File: src/uir_pkg.sv
// Constants for the serial port interrupt and register block.
// Assumes byte addresses on a 32-bit register port.
package uir_pkg;
	// ------------------------------------------------------------
	// Address map
	// ------------------------------------------------------------
	localparam logic [31:0] BASE_ADDR   = 32'h4030_0000;
	localparam int          PAGE_LSB    = 8;
	localparam logic [7:0]  OFS_DATA    = 8'h00;
	localparam logic [7:0]  OFS_RSTAT   = 8'h04;
	localparam logic [7:0]  OFS_TMO     = 8'h0c;
	localparam logic [7:0]  OFS_FLAGS   = 8'h18;
	localparam logic [7:0]  OFS_RXLC    = 8'h1c;
	localparam logic [7:0]  OFS_BAUDI   = 8'h24;
	localparam logic [7:0]  OFS_BAUDF   = 8'h28;
	localparam logic [7:0]  OFS_TXLC    = 8'h2c;
	localparam logic [7:0]  OFS_CTRL    = 8'h30;
	localparam logic [7:0]  OFS_WMSEL   = 8'h34;
	localparam logic [7:0]  OFS_MASK    = 8'h38;
	localparam logic [7:0]  OFS_RAW     = 8'h3c;
	localparam logic [7:0]  OFS_MSKD    = 8'h40;
	localparam logic [7:0]  OFS_ICLR    = 8'h44;
	localparam logic [7:0]  OFS_DMA     = 8'h48;
	localparam logic [7:0]  OFS_SWFC    = 8'h50;
	localparam logic [7:0]  OFS_RES_A   = 8'h54;
	localparam logic [7:0]  OFS_RES_B   = 8'h58;
	localparam logic [7:0]  OFS_PAU_A   = 8'h5c;
	localparam logic [7:0]  OFS_PAU_B   = 8'h60;
	localparam int          NUM_WORDS   = 25;

	// ------------------------------------------------------------
	// Reset values
	// ------------------------------------------------------------
	localparam logic [31:0] TMO_RST     = 32'h0000_01ff;
	localparam logic [31:0] FLAGS_RST   = 32'h0000_1e90;
	localparam logic [31:0] CTRL_RST    = 32'h0004_0300;
	localparam logic [31:0] WMSEL_RST   = 32'h0000_0012;

	// ------------------------------------------------------------
	// Fields
	// ------------------------------------------------------------
	localparam int          IRQ_TX      = 5;
	localparam int          IRQ_RT      = 6;
	localparam int          IRQ_FE      = 7;
	localparam int          IRQ_PE      = 8;
	localparam int          IRQ_BE      = 9;
	localparam int          IRQ_OE      = 10;
	localparam int          IRQ_W       = 11;
	localparam int          ST_FE       = 0;
	localparam int          ST_OE       = 3;
	localparam int          FIFO_EN_BIT = 4;
	localparam int          PORT_EN_BIT = 0;
	localparam int          TMO_W       = 22;
	localparam int          FLAGS_W     = 13;
	localparam int          LVL_W       = 5;
	localparam int          RXTOP_W     = 12;

	typedef logic [LVL_W-1:0] uir_lvl_t;

	// Transmit watermark per select code, 16-entry FIFO
	function automatic uir_lvl_t uir_wm(input logic [2:0] sel);
		case (sel)
			3'h0:    uir_wm = 5'h02;
			3'h1:    uir_wm = 5'h04;
			3'h2:    uir_wm = 5'h08;
			3'h3:    uir_wm = 5'h0c;
			default: uir_wm = 5'h0e;
		endcase
	endfunction : uir_wm
endpackage : uir_pkg

File: src/uir_regs.sv
// Interrupt generation and register map of the serial port.
// Assumes a datapath that reports fill levels and receive events
// synchronously to core_clk, and a bit-rate enable pulse.
//
// Behaviour
// - FIFO mode: tx irq on watermark crossing
// - Single mode: tx irq when location empty
// - Tx irq set by transition, never initially
// - Single mode accepts write while holding busy
// - Single mode: next write clears tx irq
// - Receive timeout when idle and non-empty
// - Timeout clears on empty or clear write
// - Receive errors raise readable error causes
// - Clear register bits clear error causes
// - Any error clear write resets error flags
// - Status read and error clear share 0x04
// - Timeout period at 0x0c, reset 0x1ff
// - Flags at 0x18, reset 0x1e90
// - Watermark select at 0x34, reset 0x12
// - Masked status is raw and mask
// - Interrupt clear at 0x44, write-only
// - Four flow characters at 0x54-0x60
// - Decode relative to peripheral base address
// - Mask bit enables source onto irq
//
// Added by the designer: strobed register access.
`timescale 1ns/1ps
module uir_regs (
	input  wire logic                        core_clk,
	input  wire logic                        sys_rst,
	input  wire logic [31:0]                 reg_addr,
	input  wire logic [31:0]                 reg_wdata,
	input  wire logic                        reg_wr,
	input  wire logic                        reg_rd,
	output logic      [31:0]                 reg_rdata,
	input  wire logic                        bit_tick,
	input  wire uir_pkg::uir_lvl_t           tx_level,
	input  wire logic                        tx_drained,
	input  wire uir_pkg::uir_lvl_t           rx_level,
	input  wire logic [uir_pkg::RXTOP_W-1:0] rx_top,
	input  wire logic                        rx_push,
	input  wire logic [2:0]                  rx_err,
	input  wire logic                        rx_overrun,
	input  wire logic                        rx_start,
	input  wire logic [uir_pkg::FLAGS_W-1:0] line_flags_in,
	output logic                             tx_push,
	output logic      [7:0]                  tx_push_data,
	output logic                             rx_pop,
	output logic                             fifo_en,
	output logic                             port_en,
	output logic                             irq
);
	import uir_pkg::*;

	// ------------------------------------------------------------
	// Address decode
	// ------------------------------------------------------------
	function automatic logic is_rw(input logic [4:0] idx);
		logic [7:0] ofs;
		ofs = {1'b0, idx, 2'b00};
		is_rw = (ofs == OFS_TMO)   || (ofs == OFS_RXLC)  ||
		        (ofs == OFS_BAUDI) || (ofs == OFS_BAUDF) ||
		        (ofs == OFS_TXLC)  || (ofs == OFS_CTRL)  ||
		        (ofs == OFS_WMSEL) || (ofs == OFS_MASK)  ||
		        (ofs == OFS_DMA)   || (ofs == OFS_SWFC)  ||
		        (ofs == OFS_RES_A) || (ofs == OFS_RES_B) ||
		        (ofs == OFS_PAU_A) || (ofs == OFS_PAU_B);
	endfunction : is_rw

	function automatic logic [31:0] rst_val(input logic [4:0] idx);
		logic [7:0] ofs;
		ofs = {1'b0, idx, 2'b00};
		if (ofs == OFS_TMO)
			rst_val = TMO_RST;
		else if (ofs == OFS_CTRL)
			rst_val = CTRL_RST;
		else if (ofs == OFS_WMSEL)
			rst_val = WMSEL_RST;
		else
			rst_val = 32'h0000_0000;
	endfunction : rst_val

	logic [31:0] cfg_q [NUM_WORDS];
	logic [7:0]  ofs;
	logic [4:0]  idx;
	logic        page_hit;
	logic        hit;
	logic        wr_data;
	logic        rd_data;
	logic        wr_eclr;
	logic        wr_iclr;

	assign ofs      = reg_addr[7:0];
	assign idx      = ofs[6:2];
	assign page_hit = reg_addr[31:PAGE_LSB] == BASE_ADDR[31:PAGE_LSB];
	assign hit      = page_hit && (ofs[1:0] == 2'b00) && !ofs[7];
	assign wr_data  = reg_wr && hit && (ofs == OFS_DATA);
	assign rd_data  = reg_rd && hit && (ofs == OFS_DATA);
	assign wr_eclr  = reg_wr && hit && (ofs == OFS_RSTAT);
	assign wr_iclr  = reg_wr && hit && (ofs == OFS_ICLR);

	// ------------------------------------------------------------
	// Plain read-write registers
	// ------------------------------------------------------------
	for (genvar g = 0; g < NUM_WORDS; g++) begin : g_cfg
		if (is_rw(5'(g))) begin : g_rw
			always_ff @(posedge core_clk or posedge sys_rst) begin
				if (sys_rst)
					cfg_q[g] <= rst_val(5'(g));
				else if (reg_wr && hit && idx == 5'(g))
					cfg_q[g] <= reg_wdata;
			end
		end else begin : g_none
			assign cfg_q[g] = 32'h0000_0000;
		end
	end

	logic [31:0] mask;
	logic [2:0]  wm_sel;
	logic [TMO_W-1:0] tmo_period;

	assign mask       = cfg_q[OFS_MASK[6:2]];
	assign wm_sel     = cfg_q[OFS_WMSEL[6:2]][2:0];
	assign tmo_period = cfg_q[OFS_TMO[6:2]][TMO_W-1:0];
	assign fifo_en    = cfg_q[OFS_TXLC[6:2]][FIFO_EN_BIT];
	assign port_en    = cfg_q[OFS_CTRL[6:2]][PORT_EN_BIT];

	// ------------------------------------------------------------
	// Transmit interrupt
	// ------------------------------------------------------------
	logic     below_p_q;
	uir_lvl_t tx_thr;
	logic     tx_below;
	logic     tx_above;
	logic     tx_set;
	logic     tx_clr;

	assign tx_thr   = uir_wm(wm_sel);
	assign tx_below = tx_level < tx_thr;
	assign tx_above = tx_level > tx_thr;
	// Edge on the crossing, so an idle empty FIFO never fires
	assign tx_set   = fifo_en ? (tx_below && !below_p_q)
	                          : tx_drained;
	// Single mode: a data write lands in the bottom entry even
	// while the holding register still shifts
	assign tx_clr   = fifo_en ? tx_above
	                          : wr_data;

	always_ff @(posedge core_clk or posedge sys_rst) begin
		if (sys_rst)
			below_p_q <= 1'b1;
		else
			below_p_q <= tx_below;
	end

	// ------------------------------------------------------------
	// Receive timeout
	// ------------------------------------------------------------
	logic [TMO_W-1:0] rt_cnt_q;
	logic [TMO_W-1:0] rt_cnt_d;
	logic             rx_busy;
	logic             rx_act;
	logic             rt_full;
	logic             rt_set;

	assign rx_busy  = rx_level != '0;
	assign rx_act   = rx_push || rx_start || !rx_busy;
	assign rt_full  = rt_cnt_q == tmo_period;
	assign rt_set   = bit_tick && rx_busy && !rx_act && !rt_full &&
	                  (rt_cnt_q + 1'b1 == tmo_period);
	assign rt_cnt_d = rx_act ? '0 :
	                  (bit_tick && !rt_full) ? rt_cnt_q + 1'b1 : rt_cnt_q;

	always_ff @(posedge core_clk or posedge sys_rst) begin
		if (sys_rst)
			rt_cnt_q <= '0;
		else
			rt_cnt_q <= rt_cnt_d;
	end

	// ------------------------------------------------------------
	// Raw and masked interrupt status
	// ------------------------------------------------------------
	logic [IRQ_W-1:0] ris_q;
	logic [IRQ_W-1:0] ris_d;
	logic [IRQ_W-1:0] set_vec;
	logic [IRQ_W-1:0] clr_vec;
	logic [IRQ_W-1:0] icr_vec;
	logic [IRQ_W-1:0] irq_masked_status;

	// Only ones in the clear word act
	assign icr_vec = wr_iclr ? reg_wdata[IRQ_W-1:0] : '0;

	always_comb begin
		set_vec         = '0;
		set_vec[IRQ_TX] = tx_set;
		set_vec[IRQ_RT] = rt_set;
		set_vec[IRQ_FE] = rx_push && rx_err[0];
		set_vec[IRQ_PE] = rx_push && rx_err[1];
		set_vec[IRQ_BE] = rx_push && rx_err[2];
		set_vec[IRQ_OE] = rx_overrun;
		clr_vec         = icr_vec;
		clr_vec[IRQ_TX] = icr_vec[IRQ_TX] || tx_clr;
		clr_vec[IRQ_RT] = icr_vec[IRQ_RT] || !rx_busy;
	end

	// A set in the cycle of its clear wins
	assign ris_d = (ris_q & ~clr_vec) | set_vec;
	assign irq_masked_status   = ris_q & mask[IRQ_W-1:0];

	always_ff @(posedge core_clk or posedge sys_rst) begin
		if (sys_rst) begin
			ris_q <= '0;
			irq   <= 1'b0;
		end else begin
			ris_q <= ris_d;
			irq   <= |(ris_d & mask[IRQ_W-1:0]);
		end
	end

	// ------------------------------------------------------------
	// Receive status, error clear by any write
	// ------------------------------------------------------------
	logic [ST_OE:ST_FE] rst_q;
	logic [ST_OE:ST_FE] rst_d;

	assign rst_d = (wr_eclr ? '0 : rst_q) |
	               ({rx_overrun, rx_err} & {1'b1, {3{rx_push}}});

	// Line flags mirror the datapath one cycle late
	logic [31:0] flags_q;

	always_ff @(posedge core_clk or posedge sys_rst) begin
		if (sys_rst) begin
			rst_q   <= '0;
			flags_q <= FLAGS_RST;
		end else begin
			rst_q   <= rst_d;
			flags_q <= {{(32-FLAGS_W){1'b0}}, line_flags_in};
		end
	end

	// ------------------------------------------------------------
	// Read mux and datapath strobes
	// ------------------------------------------------------------
	logic [31:0] fix_word;
	logic [31:0] rd_word;

	assign fix_word =
		(ofs == OFS_DATA)  ? {{(32-RXTOP_W){1'b0}}, rx_top} :
		(ofs == OFS_RSTAT) ? {28'h0, rst_q} :
		(ofs == OFS_FLAGS) ? flags_q :
		(ofs == OFS_RAW)   ? {{(32-IRQ_W){1'b0}}, ris_q} :
		(ofs == OFS_MSKD)  ? {{(32-IRQ_W){1'b0}}, irq_masked_status} :
		32'h0000_0000;
	assign rd_word = !hit ? 32'h0000_0000 :
	                 is_rw(idx) ? cfg_q[idx] : fix_word;

	always_ff @(posedge core_clk or posedge sys_rst) begin
		if (sys_rst) begin
			reg_rdata    <= '0;
			tx_push      <= 1'b0;
			tx_push_data <= '0;
			rx_pop       <= 1'b0;
		end else begin
			reg_rdata    <= reg_rd ? rd_word : '0;
			tx_push      <= wr_data;
			tx_push_data <= wr_data ? reg_wdata[7:0] : tx_push_data;
			rx_pop       <= rd_data && rx_busy;
		end
	end
endmodule : uir_regs

File: config.mk
export PLATFORM = sky130hd
export DESIGN_NAME = uir_regs
export DESIGN_NICKNAME = d
export VERILOG_FILES = /design/src/uir_pkg.sv /design/src/uir_regs.sv
export SDC_FILE = /design/constraint.sdc
export NUM_CORES = 1
export LEC_CHECK = 0
export BUFFER_PORTS_ARGS = -buffer_cell sky130_fd_sc_hd__buf_2
export CORE_MARGIN = 8
export CORE_UTILIZATION = 60
export CTS_BUF_LIST = sky130_fd_sc_hd__clkbuf_16
export DETAILED_ROUTE_END_ITERATION = 8
export PLACE_DENSITY = 0.79
export SKIP_CTS_REPAIR_TIMING = 1
export SYNTH_ARGS = -nofsm -noshare
export SYNTH_HDL_FRONTEND = slang
export SYNTH_SLANG_ARGS = --single-unit
File: constraint.sdc
create_clock -name core_clk -period 44 [get_ports core_clk]
set_clock_uncertainty 0.1 [all_clocks]
set_input_delay 2.2 -clock core_clk [delete_from_list [all_inputs] [get_ports core_clk]]
set_output_delay 2.2 -clock core_clk [all_outputs]
set_load 0.02 [all_outputs]
==> impl_metrics.tcl <==
set metrics [dict create \
    outcome "complete, no violations" \
    globalRouteOverflowTotal 0 \
    dpl_worst_slack_ns 37.99 \
    regArea_mm2 0.0136 \
    peakVddDrop_v 0.0000291 \
    layout.nets 2209 \
    rsz0062_at_grt "false" \
    insertion_delay_ns 0.62 \
    synth_edf_count 0 \
    routedWlPerCell_um 25.6 \
    ys_seq_elements 542 \
    dp_hpwl_um 43100 \
    yosysTopAreaCellShare_pct 50.8 \
    p_total_w 0.000997 \
    cts.path.max_buffers 3 \
    grt_pass1_vias 18500 \
    drc 0 \
    cp.arrival_ns 5.91 \
    core_mm2 0.0421 \
    vias 17700 \
    hold_viol_final 0 \
    postSynthAreaPerCell_um2 12.6 \
    grt_pass1_wl_um 108000 \
    layout_min_cycle_time_ns 5.52 \
    fin_util_pct 67.3 \
    area_growth_pct 10.4 \
    end_kind "register" \
    crit_required_ns 44.39 \
    synth-simple-area-share_pct 6.45 \
    fin_setup_tns_ns 0 \
    finalSetupViolCount 0 \
    fin_ws_ns 38.48 \
    synth_largest_area_cell "dfrtp_1" \
    worstPathMaxFanout 50 \
    drt_first_pass_iters 6 \
    fillCellCount 2953 \
    synthFlopType "dfrtp_1" \
    netlist_instances 2034 \
    gr-usage-all-layers_pct 27.5 \
    multi_input_area_mm2 0.0113 \
    seq_power_share_pct 50.1 \
    place.gp.congestion 0.914 \
    port_buffers 155 \
    start_util_pct 60.9 \
    internal_power_w 0.000761 \
    antenna_found_initial 3 \
    use_met3_pct 5.14 \
    cts_tree "done" \
    synth_xor_area_share_pct 1.84 \
    p_sw_w 0.000236 \
    ys_types 77 \
    slew_viol_final 0 \
    placed_cell_area_mm2 0.0266 \
    critPathLaunchType "primary input" \
    ios 156 \
    clock_sinks 542 \
    layout_common_cells "dfrtp_1 (521), mux2_2 (445), buf_2 (152), nand2_1 (117), a21oi_1 (88)" \
    busiest_layer "met2" \
    grt_max_degree 169 \
    muxShareOfSynthArea_pct 26.4 \
    rows 75 \
    syn_nets 2149 \
    worstSetupPathType "primary input to register" \
    synthTopCellsByArea "dfrtp_1 (51%), mux2_2 (20%), mux4_2 (2.8%)" \
    synth_compound_area_share_pct 8.94 \
    ys_warn_count 0 \
    p_comb_share_pct 5.0 \
    slew_headroom_pct 19.6 \
    cts_buffers 54 \
    design_area_mm2 0.0283 \
    powerDensity_mw_per_mm2 35.2 \
    synth_area_mm2 0.0257 \
    power.leakage_nw 14.0 \
    die-area_mm2 0.0497 \
    worst_pin_slew_ns 1.20 \
    synth_top_family_by_area "multiplexers" \
    synthAdderAreaFrac_pct 0.195 \
    met1_usage_pct 37.3 \
    drive_above_1_share_pct 37.9 \
    viasPerCell 6.62 \
    ys_seq_area_share_pct 52.9 \
    drt_iter0_markers 1756 \
    max_freq_ghz 0.181 \
    h-tree-depth 2 \
    clockPowerShare_pct 44.8 \
    hp-class "register to register" \
    period_share_pct 12.6 \
    clk_pin_slew_ns 0.06 \
    grt_util_met2_pct 43.7 \
    synthArstFlopShare_pct 100 \
    switching_share_pct 23.7 \
    layout_commonest_cell "dfrtp_1" \
    drtAntennaViolNets 0 \
    die_w_um 223 \
    dieHeight_um 223 \
    drv_cap 0 \
    drt_wl_total_um 68700 \
    cts-root-buf "clkbuf_16" \
]
[critical path, cell delays in order]
cell and delay [ns]:
buf_4 0.42, buf_4 0.63, nor2b_4 0.26, buf_4 0.41, nand3_1 0.44, nor2_4 1.00
mux2_2 0.43
[through the flow]
step                      hold WS, ns  instances
after detailed placement        0.365       2577
final                           0.375       2679
after global placement          0.358       2577
after global routing            0.398       2679
after floorplan                 0.344       2034
after CTS                       0.379       2677
[routing by layer]
layer | vias up | wire length [um]
li1 | 7548 | -
met1 | 9195 | 28500
met2 | 839 | 32600
met3 | 157 | 5310
met4 | 2 | 2240
met5 | - | 16
[path summary, 6_finish.rpt]
check / from / to / slack, ns / cells after the start
min in group asynchronous: sys_rst / flags_q[0] / 1.71 / 2
max in group asynchronous: sys_rst / cfg_q[686] / 39.65 / 4
hold / removal: cfg_q[425] / cfg_q[425] / 0.37 / 2
setup reg to reg: rt_cnt_q[12] / irq / 40.91 / 7
setup / recovery: reg_addr[4] / cfg_q[73] / 38.48 / 7
hold reg to reg: cfg_q[425] / cfg_q[425] / 0.37 / 2
[cell usage after synthesis (8+ instances only)]
cell type,count
nand4_1,18
mux2_4,26
nor4_1,14
o21ai_0,69
a221oi_1,25
xnor2_1,13
mux4_2,32
a21oi_1,88
mux2_1,8
a31oi_1,12
a222oi_1,9
buf_1,22
nor2_1,83
xor2_1,41
nor2b_1,9
nand2_1,117
dfrtp_1,521
buf_2,40
o211ai_1,21
a21o_1,12
nand3_1,13
nand2b_1,13
a211oi_1,9
mux2i_1,56
a22oi_1,40
clkbuf_1,105
a22o_1,8
nor3_1,15
inv_1,18
dfstp_2,21
mux2_2,445
and3_1,9
o211a_1,14
[logic make-up after synthesis]
| logic type | Yosys count |
|---|---|
| buf+inv | 194 |
| compound gates | 341 |
| simple gates | 332 |
| xor+xnor | 54 |
| fa+ha+maj | 4 |
| flops | 542 |
| mux | 567 |
[state kept, by name (all words and copies together) (netlist names)]
register      count
below_p_q         1
cfg_q           414
fifo_en           1
flags_q          13
irq               1
mask             32
port_en           1
reg_rdata        32
ris_q            11
rst_q             4
rt_cnt_q         22
rx_pop            1
tx_push           1
tx_push_data      8
[power groups by stage]
stage                     sequential, W  clock (W)  combinational [W]
after floorplan                0.000509          0          0.0000287
after global placement         0.000509          0          0.0000483
after detailed placement       0.000509          0          0.0000495
after CTS                      0.000500   0.000453          0.0000498
after global routing           0.000500   0.000471          0.0000543
final                          0.000500   0.000447          0.0000500
[final cells by class]
class | count | area share [%]
Sequential cell | 542 | 47.9
Multi-Input combinational cell | 1298 | 39.9
Clock buffer | 55 | 4.86
Timing Repair Buffer | 180 | 3.48
Tap cell | 539 | 2.38
Clock inverter | 45 | 1.12
Inverter | 18 | 0.265
Antenna cell | 2 | 0.0177
(Power assumes the default switching activity.)
